## config.mk

```make
export PLATFORM = sky130hd
export DESIGN_NAME = input_capture_prescaled
export DESIGN_NICKNAME = d
export VERILOG_FILES = /design/src/verilog/capture_pkg.sv /design/src/verilog/input_capture_prescaled.sv
export SDC_FILE = /design/constraint.sdc
export NUM_CORES = 1
export LEC_CHECK = 0
export ABC_AREA = 1
export BUFFER_PORTS_ARGS = -buffer_cell sky130_fd_sc_hd__buf_2
export CAP_MARGIN = 40
export CORE_ASPECT_RATIO = 0.8
export CORE_MARGIN = 2
export CORE_UTILIZATION = 54
export CTS_CLUSTER_DIAMETER = 150
export CTS_CLUSTER_SIZE = 40
export DETAILED_ROUTE_END_ITERATION = 12
export GPL_ROUTABILITY_DRIVEN = 1
export GPL_TIMING_DRIVEN = 1
export PLACE_DENSITY = 0.92
export SYNTH_ARGS = -nofsm -noshare
export SYNTH_HDL_FRONTEND = slang
export SYNTH_SLANG_ARGS = --single-unit
```

## constraint.sdc

```tcl
create_clock -name clk_sys -period 2.6 [get_ports clk_sys]
set_input_delay 0.13 -clock clk_sys [delete_from_list [all_inputs] [get_ports clk_sys]]
set_output_delay 0.13 -clock clk_sys [all_outputs]
set_load 0.03 [all_outputs]
```

## src/verilog/capture_pkg.sv

```systemverilog
`default_nettype none

package capture_pkg;

    // byte offsets of the register words
    localparam logic [7:0] OFF_CONTROL = 8'h00;
    localparam logic [7:0] OFF_CAP_LOW = 8'h04;
    localparam logic [7:0] OFF_CAP_HIGH = 8'h08;
    localparam logic [7:0] OFF_TB_LOW = 8'h0C;
    localparam logic [7:0] OFF_TB_HIGH = 8'h10;
    localparam logic [7:0] OFF_TB_CFG = 8'h14;
    localparam logic [7:0] OFF_STATUS = 8'h18;
    localparam logic [7:0] OFF_MASK = 8'h1C;

    // mode field codes
    localparam logic [3:0] MODE_OFF = 4'h0;
    localparam logic [3:0] MODE_CAP_FALL = 4'h4;
    localparam logic [3:0] MODE_CAP_RISE = 4'h5;
    localparam logic [3:0] MODE_CAP_DIV4 = 4'h6;
    localparam logic [3:0] MODE_CAP_DIV16 = 4'h7;
    localparam logic [1:0] MODE_CAP_GROUP = 2'h1;

    // prescaler terminal counts and the zero it wraps to
    localparam logic [3:0] PRESC_DIV4_LAST = 4'h3;
    localparam logic [3:0] PRESC_DIV16_LAST = 4'hF;
    localparam logic [3:0] PRESC_ZERO = 4'h0;

    // instruction clock is system clock divided by four
    localparam logic [1:0] INSTR_DIV_LAST = 2'h3;

    // ahb-lite codes
    localparam logic [1:0] HTRANS_NONSEQ = 2'h2;
    localparam logic HRESP_OKAY = 1'b0;

    // control register layout
    typedef struct packed {
        logic [1:0] bridge_output_config;
        logic [1:0] duty_low_bits;
        logic [3:0] unit_mode_field;
    } unit_ctrl_s;

    // timebase source and run bits
    typedef struct packed {
        logic ext_source;
        logic timebase_on;
    } tb_cfg_s;

    localparam unit_ctrl_s CTRL_RESET = 8'h00;
    localparam tb_cfg_s TB_CFG_RESET = 2'h0;
    localparam logic [15:0] WORD16_ZERO = 16'h0000;
    localparam logic [15:0] WORD16_ONE = 16'h0001;
    localparam logic [31:0] WORD32_ZERO = 32'h0000_0000;

endpackage

`default_nettype wire

```

## src/verilog/input_capture_prescaled.sv

```systemverilog
// Chosen here: the address map and the AHB-Lite register port.
`timescale 1ns/1ps
`default_nettype none

module input_capture_prescaled
    import capture_pkg::*;
#(
    parameter bit ENHANCED = 1'b1 // bridge bits kept only when set
) (
    input wire logic clk_sys,
    input wire logic arst_n,
    input wire logic hsel,
    input wire logic [31:0] haddr,
    input wire logic [1:0] htrans,
    input wire logic hwrite,
    input wire logic [2:0] hsize,
    input wire logic [31:0] hwdata,
    input wire logic hready,
    output logic hreadyout,
    output logic hresp,
    output logic [31:0] hrdata,
    input wire logic event_input_pin,
    input wire logic ext_clk_pin,
    input wire logic sleep_req,
    output logic irq
);

    // bus bookkeeping
    logic addr_take; // address phase accepted this edge
    logic addr_ok; // aligned word address in the lowest 256 bytes, mapped or not
    logic wr_pend_reg; // a write data phase is running
    logic [7:0] wr_addr_reg; // its address
    logic [31:0] hrdata_reg; // read answer, loaded at the address edge
    logic [31:0] rd_mux; // read value chosen combinationally
    logic status_rd; // status read in address phase: clears flag

    // write strobes, valid in the data phase
    logic wr_ctrl;
    logic wr_cap_low;
    logic wr_cap_high;
    logic wr_tb_low;
    logic wr_tb_high;
    logic wr_tb_cfg;
    logic wr_mask;
    logic tb_wr; // either timebase byte written

    // registers seen by software
    unit_ctrl_s ctrl_reg; // unit_control_register
    unit_ctrl_s ctrl_next;
    tb_cfg_s tb_cfg_reg;
    logic [15:0] timebase_reg; // timebase_counter
    logic [15:0] captured_reg; // captured_value_high:captured_value_low
    logic event_flag_reg;
    logic event_irq_enable_reg;

    // capture path
    logic pin_meta_reg; // first sync flop, read only by the second
    logic pin_sync_reg;
    logic sel_prev_reg; // polarity-adjusted level one cycle ago
    logic sel_level;
    logic in_capture;
    logic edge_raw;
    logic edge_q; // qualified edge with clocks alive
    logic [3:0] presc_reg;
    logic [3:0] presc_last;
    logic divided;
    logic presc_hit;
    logic cap_fire;

    // timebase clocking
    logic ext_meta_reg;
    logic ext_sync_reg;
    logic ext_prev_reg;
    logic ext_rise;
    logic [1:0] instr_div_reg;
    logic instr_tick;
    logic tb_tick;
    logic clocks_alive;

    // zero wait states, always okay
    assign hreadyout = 1'b1;
    assign hresp = HRESP_OKAY;
    assign hrdata = hrdata_reg;

    assign addr_take = hsel && (htrans == HTRANS_NONSEQ) && hready;
    assign addr_ok = (haddr[31:8] == 24'h00_0000) && (haddr[1:0] == 2'h0);
    assign status_rd = addr_take && !hwrite && addr_ok && (haddr[7:0] == OFF_STATUS);

    // write address latched for the following data phase
    always_ff @(posedge clk_sys or negedge arst_n) begin
        if (!arst_n) begin
            wr_pend_reg <= 1'b0;
            wr_addr_reg <= 8'h00;
        end else begin
            wr_pend_reg <= addr_take && hwrite && addr_ok;
            wr_addr_reg <= haddr[7:0];
        end
    end

    assign wr_ctrl = wr_pend_reg && (wr_addr_reg == OFF_CONTROL);
    assign wr_cap_low = wr_pend_reg && (wr_addr_reg == OFF_CAP_LOW);
    assign wr_cap_high = wr_pend_reg && (wr_addr_reg == OFF_CAP_HIGH);
    assign wr_tb_low = wr_pend_reg && (wr_addr_reg == OFF_TB_LOW);
    assign wr_tb_high = wr_pend_reg && (wr_addr_reg == OFF_TB_HIGH);
    assign wr_tb_cfg = wr_pend_reg && (wr_addr_reg == OFF_TB_CFG);
    assign wr_mask = wr_pend_reg && (wr_addr_reg == OFF_MASK);
    assign tb_wr = wr_tb_low || wr_tb_high;

    // read mux; unmapped words and upper bits read zero
    always_comb begin
        rd_mux = WORD32_ZERO;
        if (addr_ok) begin
            unique case (haddr[7:0])
                OFF_CONTROL: rd_mux[7:0] = ctrl_reg;
                OFF_CAP_LOW: rd_mux[7:0] = captured_reg[7:0];
                OFF_CAP_HIGH: rd_mux[7:0] = captured_reg[15:8];
                OFF_TB_LOW: rd_mux[7:0] = timebase_reg[7:0];
                OFF_TB_HIGH: rd_mux[7:0] = timebase_reg[15:8];
                OFF_TB_CFG: rd_mux[1:0] = tb_cfg_reg;
                OFF_STATUS: rd_mux[0] = event_flag_reg;
                OFF_MASK: rd_mux[0] = event_irq_enable_reg;
                default: rd_mux = WORD32_ZERO; // unmapped word
            endcase
        end
    end

    // answer registered so it stands through the data phase
    always_ff @(posedge clk_sys or negedge arst_n) begin
        if (!arst_n) begin
            hrdata_reg <= WORD32_ZERO;
        end else if (addr_take && !hwrite) begin
            hrdata_reg <= rd_mux;
        end
    end

    // bridge bits exist only on the enhanced variant
    always_comb begin
        ctrl_next = hwdata[7:0];
        if (!ENHANCED) begin
            ctrl_next.bridge_output_config = 2'h0;
        end
    end

    // control register, full byte written at once
    always_ff @(posedge clk_sys or negedge arst_n) begin
        if (!arst_n) begin
            ctrl_reg <= CTRL_RESET;
        end else if (wr_ctrl) begin
            ctrl_reg <= ctrl_next;
        end
    end

    // timebase source selection and run bit
    always_ff @(posedge clk_sys or negedge arst_n) begin
        if (!arst_n) begin
            tb_cfg_reg <= TB_CFG_RESET;
        end else if (wr_tb_cfg) begin
            tb_cfg_reg <= hwdata[1:0];
        end
    end

    // interrupt enable
    always_ff @(posedge clk_sys or negedge arst_n) begin
        if (!arst_n) begin
            event_irq_enable_reg <= 1'b0;
        end else if (wr_mask) begin
            event_irq_enable_reg <= hwdata[0];
        end
    end

    // external clock pin: two flops, then edge history
    always_ff @(posedge clk_sys or negedge arst_n) begin
        if (!arst_n) begin
            ext_meta_reg <= 1'b0;
            ext_sync_reg <= 1'b0;
            ext_prev_reg <= 1'b0;
        end else begin
            ext_meta_reg <= ext_clk_pin;
            ext_sync_reg <= ext_meta_reg;
            ext_prev_reg <= ext_sync_reg;
        end
    end

    assign ext_rise = ext_sync_reg && !ext_prev_reg;

    // instruction clock divider; stops while asleep, like the oscillator
    always_ff @(posedge clk_sys or negedge arst_n) begin
        if (!arst_n) begin
            instr_div_reg <= 2'h0;
        end else if (!sleep_req) begin
            instr_div_reg <= instr_div_reg + 2'h1;
        end
    end

    assign instr_tick = (instr_div_reg == INSTR_DIV_LAST) && !sleep_req;
    // system-clock-rate ticking is not offered at all: it would outrun capture
    assign tb_tick = tb_cfg_reg.timebase_on && (tb_cfg_reg.ext_source ? ext_rise : instr_tick);
    // with the instruction clock asleep and driving the timebase, nothing is sampled
    assign clocks_alive = !sleep_req || tb_cfg_reg.ext_source;

    // 16-bit count; a byte write takes priority over the tick
    always_ff @(posedge clk_sys or negedge arst_n) begin
        if (!arst_n) begin
            timebase_reg <= WORD16_ZERO;
        end else if (wr_tb_low) begin
            timebase_reg[7:0] <= hwdata[7:0];
        end else if (wr_tb_high) begin
            timebase_reg[15:8] <= hwdata[7:0];
        end else if (tb_tick) begin
            timebase_reg <= timebase_reg + WORD16_ONE;
        end
    end

    // pin synchroniser; same clock as the timebase, so the copy is coherent
    always_ff @(posedge clk_sys or negedge arst_n) begin
        if (!arst_n) begin
            pin_meta_reg <= 1'b0;
            pin_sync_reg <= 1'b0;
        end else begin
            pin_meta_reg <= event_input_pin;
            pin_sync_reg <= pin_meta_reg;
        end
    end

    assign in_capture = (ctrl_reg.unit_mode_field[3:2] == MODE_CAP_GROUP);
    // polarity is applied before the edge detector; flipping it can fake an edge
    assign sel_level = (ctrl_reg.unit_mode_field == MODE_CAP_FALL) ? !pin_sync_reg : pin_sync_reg;

    // history of the polarity-adjusted level
    always_ff @(posedge clk_sys or negedge arst_n) begin
        if (!arst_n) begin
            sel_prev_reg <= 1'b0;
        end else begin
            sel_prev_reg <= sel_level;
        end
    end

    assign edge_raw = sel_level && !sel_prev_reg;
    assign edge_q = edge_raw && in_capture && clocks_alive;

    assign divided = (ctrl_reg.unit_mode_field == MODE_CAP_DIV4)
        || (ctrl_reg.unit_mode_field == MODE_CAP_DIV16);
    assign presc_last = (ctrl_reg.unit_mode_field == MODE_CAP_DIV16)
        ? PRESC_DIV16_LAST : PRESC_DIV4_LAST;
    // greater-or-equal: a count kept from div16 fires at once under div4
    assign presc_hit = divided && (presc_reg >= presc_last);
    assign cap_fire = edge_q && (!divided || presc_hit);

    // prescaler event counter
    always_ff @(posedge clk_sys or negedge arst_n) begin
        if (!arst_n) begin
            presc_reg <= PRESC_ZERO;
        end else if (!in_capture) begin
            presc_reg <= PRESC_ZERO;
        end else if (edge_q && divided) begin
            if (presc_hit) begin
                presc_reg <= PRESC_ZERO;
            end else begin
                presc_reg <= presc_reg + 4'h1;
            end
        end
        // a switch between capture settings leaves the count alone
    end

    // captured pair; a capture beats a software byte write
    always_ff @(posedge clk_sys or negedge arst_n) begin
        if (!arst_n) begin
            captured_reg <= WORD16_ZERO;
        end else if (cap_fire) begin
            captured_reg <= timebase_reg;
        end else if (wr_cap_low) begin
            captured_reg[7:0] <= hwdata[7:0];
        end else if (wr_cap_high) begin
            captured_reg[15:8] <= hwdata[7:0];
        end
    end

    // sticky flag; read clears, a same-cycle capture wins
    always_ff @(posedge clk_sys or negedge arst_n) begin
        if (!arst_n) begin
            event_flag_reg <= 1'b0;
        end else if (cap_fire) begin
            event_flag_reg <= 1'b1;
        end else if (status_rd) begin
            event_flag_reg <= 1'b0;
        end
    end

    // level interrupt, software masks it during mode changes
    assign irq = event_flag_reg && event_irq_enable_reg;
endmodule // input_capture_prescaled

`default_nettype wire
```

Word level (Yosys, flattened, before mapping)
Cells that the tools add are included.

Bitwise logic cells: 1. Equal/unequal tests: 22. Muxes and demuxes: 20. $add $sub $neg: 3. Reductions and logical operators: 46. Order comparisons: 1.

Operators by type and width (number): $eq 8x5->1 const B (7); $mux 8 (7); $eq 8x4->1 const B (4); $mux 16 (2); $pmux 6 s5 (1); $logic_and 1x1->1 (25); $logic_not 24->1 (1); $add 16x1->16 const B (1); $eq 8x3->1 const B (2); $logic_not 8->1 (2); $mux 4 (4); $eq 4x3->1 const B (3); $reduce_bool 2->1 (5); $pmux 1 s8 (1); $logic_not 1->1 (6); $pmux 1 s6 (1); $reduce_and 2->1 (3); $add 4x1->4 const B (1); $eq 2x2->1 const B (2); $ge 4x4->1 (1); $mux 1 (4); $ne 2x1->1 const B (2); $logic_or 1x1->1 (3); $add 2x1->2 const B (1); 4 further kinds (4).

Register bits: 97. Bits of input ports: 77.

Depth between registers and ports, before layout
Gate-level depths: netlist (run 1).

Word-level depth: 8. Mapped depth: 14.

Worst setup path before layout (run 1)
OpenSTA, ideal clock, no wires.

Kind: reg2reg. Start: register ctrl_reg[3] (netlist name). End: register captured_reg[14]. Setup slack: 0.795 ns. Data arrival time: 1.679 ns. Path buffers: 1. Library setup time: 0.125 ns. Period minus slack after synthesis: 1.805 ns. Stages on the path, launching flop included: 15. Cell sequence: dfrtp_1 > inv_2 > nand2_2 > nor2_1 > nand2_1 > ha_1 > nand2_1 > nand2_1 > nand2_1 > nand3_1 > nand3_4 > inv_4 > buf_6 > nand2_1 > nand3_1.

Longest elaborated chain between the ends: 8.

Ends and longest elaborated chain: from (decl) (line input_capture_prescaled.sv:48) `unit_ctrl_s ctrl_reg;`; from (signal assigned) (line input_capture_prescaled.sv:149) `ctrl_reg <= ctrl_next;`; $eq 4x3->1 (on tied branches) (line input_capture_prescaled.sv:242, input_capture_prescaled.sv:243, input_capture_prescaled.sv:227); $mux 4 / $mux 1 (equally long branches) (line input_capture_prescaled.sv:244, input_capture_prescaled.sv:227); $ge 4x4->1 / $logic_and 1x1->1 (equally long branches) (line input_capture_prescaled.sv:246, input_capture_prescaled.sv:238); $logic_and 1x1->1 (on tied branches) (line input_capture_prescaled.sv:246, input_capture_prescaled.sv:239); $logic_or 1x1->1 / $logic_and 1x1->1 (equally long branches) (line input_capture_prescaled.sv:247, input_capture_prescaled.sv:239); $logic_and 1x1->1 (*) (line input_capture_prescaled.sv:247) `assign cap_fire = edge_q && (!divided || presc_hit);`; $ne 2x1->1 (no source line) / $reduce_bool 2->1 (equally long branches); $reduce_and 2->1 (no source line); to (signal assigned) (line input_capture_prescaled.sv:270) `captured_reg <= timebase_reg;`; to (signal assigned) (line input_capture_prescaled.sv:274) `captured_reg[15:8] <= hwdata[7:0];`; to (decl) (line input_capture_prescaled.sv:52) `logic [15:0] captured_reg;`.

Every way passes the cells marked *; elsewhere a longest branch is shown, timed or not. A chain may end at the register's enable or synchronous reset.

Worst setup path in the final report (run 1)
Start: register ctrl_reg[3] (netlist name). End: register captured_reg[8].

The elaborated chain is that of the path after synthesis.

==> results.md, run 1 <==
* Status: finished, final reports clean
* Seq cells post-synth at 73
* Average wire per standard cell at 14.3 µm
* Worst hold start: hwrite
* HPWL after DPL at 8490 µm
* Tot Pwr at 2620 µW
* Final period util at 91.2%
* Yosys warnings at 0
* Leakage power total at 0.00273 µW
* Final setup fails at 0
* Critical path class: register to register
* Die ar. at 9010 µm²
* Max transition margin at 57.3%
* CP most frequent cell: nand2_1
* Simple-gate share of the synthesized area at 40.8%
* Cells on worst reg2reg path at 13
* Clock root cell: clkbuf_8
* Core area at 7980 µm²
* Gate power share at 16.2%
* CTS tree: yes
* Post-CTS Setup Bufs at 0
* Top FF cell, synth: dfrtp_1
* Slew of the pin with the lowest slew margin at 640 ps
* Post-Syn Area at 4460 µm²
* Net Sw Power at 824 µW
* Worst path cell trace: inv_2 -> nand2_2 -> nor2_1 -> nand2_1 -> ha_1 -> nand2_1 -> nand2_1 -> nand2_1 -> nand3_1 -> nand3_4 -> inv_4 -> nand2_1 -> nand3_1
* PwrDens at 519 nW/µm²
* Vias in the first global route at 4104
* Row count at 29
* R2R setup slack at 230 ps
* # IOs at 112
* Antenna violations before repair at 0
* Reg power frac at 51.8%
* RR Startpoint: ctrl_reg[3]
* Clock buffer depth at 2
* Pre-CTS setup slack at 328 ps
* Register clock-pin slew on the reported worst setup and hold paths at 80 ps
* Layout area overhead at 13.0%
* Worst setup margin at 229 ps
* Worst Path Required at 2900 ps
* Initial DRC count at 456
* Final Skew at 11.5 ps
* Max stage delay cell, worst path: dfrtp_1
* Slew Viols, Final at 0
* Hold path cells at 3
* Critical path's largest stage delay at 430 ps
* Post-synth EDFFs at 0
* Final Util at 63.1%
* Vias per Instance at 5.41
* WHS Endpoint: wr_pend_reg
* Initial Util at 55.9%
* Clock latency on the worst-skew pair at 360 ps
* Register area share after synthesis at 41.0%
* Area post-placement at 4740 µm²
* Min Tclk post-route at 2370 ps
* Compound-gate portion of the synthesized area at 2.78%
* Die H at 85.3 µm
* Unique cell type count in the Yosys netlist at 32
* Fraction of layout cells with a size suffix above 1 at 14.3%
* ANT nets after route at 0
* Vias at 4409
* Post-synthesis mux area share at 1.01%
* CP arrival at 2670 ps
* CP top delay family: simple AND/OR/NAND/NOR gates
* RePlAce Congestion at 0.981
* First-pass GRT wire length at 19200 µm
* Sw frac at 31.5%
* Filler cell count at 718
* RSZ-0062 raised after global routing: false
* Adder-Cell Fraction of Synth Area at 1.40%
* Max-cap violations at 0
* Drt pass-1 iters at 6
* Final instance area at 5040 µm²
* Final Hold Viols at 0
* GRT overflow at 0
* DRC Markers at 0
* CP Buf/Inv Count at 2
* Gate Count Post-Synth at 632
* Drt total wl at 11600 µm
* Startpoint Class: register
* IO Port Bufs at 58
* Top fanout value on the critical path at 34
* H-tree levels at 3
* XOR/XNOR Fraction of Synth Area at 1.57%
* Hold Path Class: input pin to register
* Clock power share at 32.1%
* Setup TNS at 0 ps
* Largest net degree at the start of global routing at 74
* Maximum clock frequency at 422 MHz
* Crit end category: register
* Largest family of logic cells by synthesized area: simple AND/OR/NAND/NOR gates
* Critical register-to-register path endpoint: captured_reg[8]
* Sink Count at 73
* Ant diodes at 0
* Synth async-reset ratio at 100%
* Cell Int Power at 1790 µW
* VDD IR max at 491 µV
* GRT Total Usage at 27.0%
* Cts bufs inserted at 9
* Nets at 784
* Die X at 106 µm
* Avg Inst Size Synth at 7.06 µm²
synthesized netlist by cell type (all sizes together) (2+ instances only):
library cell / n / area (µm²)
ha: 5 / 62.6
nor3: 5 / 41.3
nand3b: 2 / 18.8
xor2: 5 / 43.8
inv: 63 / 239
o21ai: 18 / 90.1
mux2: 4 / 45.0
a21oi: 4 / 20.0
nand2: 202 / 771
dfrtp: 73 / 1830
xnor2: 3 / 26.3
nor2: 83 / 347
nand3: 117 / 598
nand4: 6 / 37.5
buf: 36 / 263
conb: 2 / 7.51
metrics by stage:
step	hold slack, ps	instances
finish	27.2	815
global placement	188	787
global route	10.5	815
detailed placement	191	787
CTS	10.8	815
floorplan	-166	656
power by group through the flow:
| stage | registers [µW] | clock network (µW) | logic (µW) |
|---|---|---|---|
| 2_1_floorplan | 1330 | 0 | 327 |
| 6_report | 1350 | 840 | 423 |
| 3_3_place_gp | 1370 | 0 | 386 |
| 4_1_cts | 1350 | 839 | 419 |
| 3_5_place_dp | 1370 | 0 | 403 |
| 5_1_grt | 1370 | 885 | 480 |
cell usage in the layout, fill, tap and decap left out, types with 3 or more instances in the layout:
cell type and n:
dlygate4sd3_1 12, o21ai_0 17, nor2_1 75, xnor2_1 3, nand2_1 197, nor3_1 3
conb_1 26, buf_2 58, clkbuf_8 11, dfrtp_1 73, nand4_1 6, inv_2 4
nand3_1 116, a21oi_1 4, inv_1 58, ha_1 5, nand2_2 5, nor2_2 5
xor2_1 5, nor2_4 3, mux2_2 4
final cells by class:
class | instances | area, µm² | area share, %
clock buffer | 12 | 155 | 3.08
clock inverter | 4 | 26.3 | 0.521
inverter | 63 | 239 | 4.74
multi-input combinational | 483 | 2220 | 44.0
sequential | 73 | 1830 | 36.3
tap | 108 | 135 | 2.68
timing repair buffer | 72 | 438 | 8.69
cells by family after synthesis:
kind of cell	Yosys count
flops	73
simple gates	416
buf+inv	100
fa+ha+maj	5
compound gates	24
xor+xnor	8
mux	4
other cells	2
how the worst max path moves through the flow:
stage	from	endpoint	slack (ps)	cells past startpoint
floorplan	ctrl_reg[3]	captured_reg[14]	800	14
CTS	ctrl_reg[3]	captured_reg[8]	310	13
detailed placement	ctrl_reg[3]	captured_reg[8]	330	13
global route	ctrl_reg[3]	captured_reg[15]	40	13
global placement	ctrl_reg[3]	captured_reg[8]	460	13
finish	ctrl_reg[3]	captured_reg[8]	230	13
worst min-delay path, delay by kind of cell:
family,cells,cell delay (ps)
buffers and inverters,2,170
AND/OR/NAND/NOR,1,50
what timing repair did:
| item | 4_1_cts | 5_1_grt |
|---|---|---|
| hold buffers | 12 | 0 |
| hold endpoints to repair | 84 | 0 |
| resized for setup | 0 | 0 |
per-layer routing:
metal	global-route usage, %	share of wire, %	vias to the layer above	wire length [µm]
li1	-	-	2094	-
met1	35.4	41	2030	4800
met2	43.1	46	245	5380
met3	8.29	10	40	1210
met4	8.97	2.0	0	231
met5	0	0	-	0
Power figures use the tool's default switching activity.
==> run 2, diff against run 1 <==
Settings changed: CORE_UTILIZATION 54 to 30, PLACE_DENSITY 0.92 to 0.61, SKIP_CTS_REPAIR_TIMING set to 1.
==> results.md, run 2 (same netlist as run 1, synthesis figures left out) <==
* Status: finished, final reports clean
* Vias in the first global route at 3847
* Clock latency on the worst-skew pair at 340 ps
* Slew Viols, Final at 0
* Vias per Instance at 4.68
* Final Skew at 7.45 ps
* Maximum clock frequency at 494 MHz
* Initial DRC count at 281
* Hold Path Class: input pin to register
* Leakage power total at 0.00281 µW
* VDD IR max at 346 µV
* Leading cell type in the layout, fill and taps excluded: nand2_1
* Average wire per standard cell at 13.5 µm
* Worst path cell trace: inv_2 -> nand2_2 -> nor2_1 -> nand2_1 -> ha_1 -> nand2_1 -> nand2_1 -> nand2_1 -> nand3_1 -> nand3_4 -> buf_12 -> nand3_1 -> nand3_1
* Die ar. at 15900 µm²
* Final setup fails at 0
* HPWL after DPL at 9010 µm
* IO Port Bufs at 58
* Max transition margin at 60.3%
* Final period util at 77.9%
* Clock buffer depth at 2
* Area of the multi-input gates at 2220 µm²
* RSZ-0062 raised after global routing: false
* Clock root cell: clkbuf_16
* Final Util at 36.9%
* Core area at 14400 µm²
* Crit end category: register
* Vias at 4188
* Critical path class: register to register
* Post-Place Cells at 866
* Startpoint Class: register
* Final instance area at 5310 µm²
* Die H at 113 µm
* Worst Path Required at 2820 ps
* RePlAce Congestion at 0.897
* Antenna violations before repair at 0
* Filler cell count at 1505
* PwrDens at 581 nW/µm²
* Slew of the pin with the lowest slew margin at 595 ps
* Die X at 140 µm
* CTS tree: yes
* Largest net degree at the start of global routing at 45
* GRT Total Usage at 16.0%
* Min Tclk post-route at 2020 ps
* # IOs at 112
* Critical path's largest stage delay at 430 ps
* Setup TNS at 0 ps
* Top fanout value on the critical path at 27
* Ant diodes at 0
* Row count at 39
* Layout area overhead at 19.0%
* Most frequent cells in the layout: nand2_1, nand3_1, nor2_1
* Initial Util at 31.0%
* Post-route insts no fill at 894
* First-pass GRT wire length at 20100 µm
* R2R setup slack at 580 ps
* Cts bufs inserted at 9
* Final Hold Viols at 0
* GRT overflow at 0
* Register clock-pin slew on the reported worst setup and hold paths at 60 ps
* FF/Latch Area at 1830 µm²
* Fraction of layout cells with a size suffix above 1 at 14.5%
* Tot Pwr at 3080 µW
* DRC Markers at 0
* Max-cap violations at 0
* H-tree levels at 3
* Drt pass-1 iters at 6
* CP most frequent cell: nand2_1
* ANT nets after route at 0
* Nets at 787
* Sink Count at 73
* Drt total wl at 12100 µm
* Max stage delay cell, worst path: dfrtp_1
* CP arrival at 2250 ps
* Area post-placement at 4880 µm²
run 2: path summary, 6_finish.rpt:
kind / start / endpoint / cells past startpoint
worst max-delay path: ctrl_reg[3] / captured_reg[0] / 13
worst min-delay path: hwrite / wr_pend_reg / 3
worst max register to register: ctrl_reg[3] / captured_reg[0] / 13
worst min register to register: pin_meta_reg / pin_sync_reg / 0
max in group asynchronous: arst_n / captured_reg[1] / 3
min in group asynchronous: arst_n / presc_reg[0] / 2
run 2: cell type report:
cell class | count | area share [%]
Multi-Input combinational cell | 483 | 41.8
Sequential cell | 73 | 34.4
Clock buffer | 14 | 5.16
Timing Repair Buffer | 75 | 9.10
Clock inverter | 2 | 0.660
Tap cell | 184 | 4.34
Inverter | 63 | 4.50
run 2: per-stage QoR:
step | setup WS, ps | hold WS (ps)
floorplan | 795 | -166
global placement | 616 | 240
detailed placement | 584 | 95.5
CTS | 552 | -267
global route | 351 | 40.1
finish | 575 | 22.6
run 2: critical path: cells and delay by family (launching register included):
kind	cells	cell delay [ps]
flip-flops	1	430
buffers and inverters	2	290
adder cells (fa/ha/maj)	1	290
AND/OR/NAND/NOR	10	880
run 2: power by group:
part           leakage [µW]  internal [µW]  switching (µW)
combinational       0.00174            161             265
clock              0.000153            821             479
sequential         0.000922           1240             117
run 2: metal layers:
layer	part of all wire, %	track usage (%)	vias up
met5	0	0	-
met4	1.3	3.43	0
met3	7.5	4.02	15
met2	41	22.8	150
met1	50	24.4	1912
li1	-	-	2111
==> run 3, diff against run 2 <==
Clock period 2.6 ns to 2.1 ns, I/O delays scaled along.
==> results.md, run 3 (same netlist as run 1, synthesis figures left out) <==
* Status: finished, final reports clean
* Slew Viols, Final at 0
* Average wire per standard cell at 13.6 µm
* Critical path's largest stage delay at 420 ps
* Final setup fails at 0
* First-pass GRT wire length at 20300 µm
* Slew of the pin with the lowest slew margin at 574 ps
* Nets at 795
* Die X at 140 µm
* RePlAce Congestion at 0.895
* Startpoint Class: register
* Cells on worst reg2reg path at 13
* Final Util at 37.5%
* Die ar. at 15900 µm²
* Drt total wl at 12300 µm
* GRT overflow at 0
* Maximum clock frequency at 524 MHz
* Min Tclk post-route at 1910 ps
* CP most frequent cell: nand2_1
* Most frequent cells in the layout: nand2_1, nand3_1, nor2_1
* Ant diodes at 0
* H-tree levels at 3
* Clock root cell: clkbuf_16
* # IOs at 112
* Largest net degree at the start of global routing at 43
* ANT nets after route at 0
* Fraction of layout cells with a size suffix above 1 at 15.9%
* Drt pass-1 iters at 5
* Sink Count at 73
* Cts bufs inserted at 9
* Max stage delay cell, worst path: dfrtp_1
* Final Hold Viols at 0
* Leakage power total at 0.00286 µW
* Setup TNS at 0 ps
* Vias per Instance at 4.67
* Row count at 39
* RSZ-0062 raised after global routing: false
* Initial DRC count at 327
* Layout area overhead at 20.9%
* Critical path class: register to register
* PwrDens at 717 nW/µm²
* CP arrival at 2120 ps
* Crit end category: register
* HPWL after DPL at 9140 µm
* Leading cell type in the layout, fill and taps excluded: nand2_1
* Vias in the first global route at 3908
* Final Skew at 7.72 ps
* GRT Total Usage at 16.2%
* IO Port Bufs at 58
* Hold Path Class: input pin to register
* Initial Util at 31.0%
* Max-cap violations at 0
* Worst path cell trace: inv_2 -> nand2_2 -> nor2_4 -> nand2_1 -> ha_1 -> nand2_1 -> nand2_1 -> nand2_1 -> nand3_2 -> nand3_4 -> buf_12 -> nand3_1 -> nand3_1
* Clock buffer depth at 2
* VDD IR max at 373 µV
* Core area at 14400 µm²
* Register clock-pin slew on the reported worst setup and hold paths at 60 ps
* Vias at 4208
* Final period util at 91.0%
* Antenna violations before repair at 0
* Worst Path Required at 2310 ps
* WP depth at 13
* CP Buf/Inv Count at 2
* CP top delay family: simple AND/OR/NAND/NOR gates
* Clock latency on the worst-skew pair at 340 ps
* Die H at 113 µm
* DRC Markers at 0
* Max transition margin at 61.7%
* Hold path cells at 4
* Top fanout value on the critical path at 27
* CTS tree: yes
run 3: metal layers:
metal | track usage, % | wire [µm] | vias to the layer above
li1 | - | - | 2126
met1 | 24.2 | 6150 | 1922
met2 | 23.5 | 5110 | 149
met3 | 4.06 | 895 | 11
met4 | 4.04 | 113 | 0
met5 | 0 | 0 | -
run 3: final cells by class:
| class | count | area, µm² |
|---|---|---|
| clock buffer | 13 | 280 |
| multi-input combinational | 483 | 2230 |
| timing repair buffer | 83 | 538 |
| inverter | 63 | 239 |
| tap | 184 | 230 |
| clock inverter | 3 | 46.3 |
| sequential | 73 | 1830 |
| fill | 1510 | 9000 |
run 3: path summary, 6_finish.rpt:
check,start,end,slack (ps)
worst min register to register,ext_meta_reg,ext_sync_reg,340
worst min-delay path,htrans[0],wr_pend_reg,20
max in group asynchronous,arst_n,captured_reg[4],1260
worst max-delay path,ctrl_reg[3],captured_reg[8],190
worst max register to register,ctrl_reg[3],captured_reg[8],190
min in group asynchronous,arst_n,presc_reg[3],250
run 3: where the power goes:
group          switching (µW)  internal [µW]
Sequential                145           1540
Combinational             334            202
Clock                     596           1050
Total                    1080           2790
run 3: per-stage QoR:
step	cells	instance area (µm²)	hold WS (ps)	power [µW]	setup slack [ps]
final	902	5390	17.0	3860	190
after global routing	902	5390	36.9	4040	25.1
after CTS	888	5240	-289	3870	41.1
after detailed placement	872	4910	76.0	2210	81.0
after global placement	872	4910	66.6	2200	125
after floorplan	656	4550	-191	2050	295
run 3: worst register-to-register path, stage by stage, from the launching register on:
cell     delay [ps]
dfrtp_1         420
inv_2            80
nand2_2          80
nor2_4          110
nand2_1          80
ha_1            280
nand2_1          50
nand2_1          50
nand2_1          60
nand3_2          90
nand3_4         120
buf_12          190
nand3_1          90
nand3_1          90
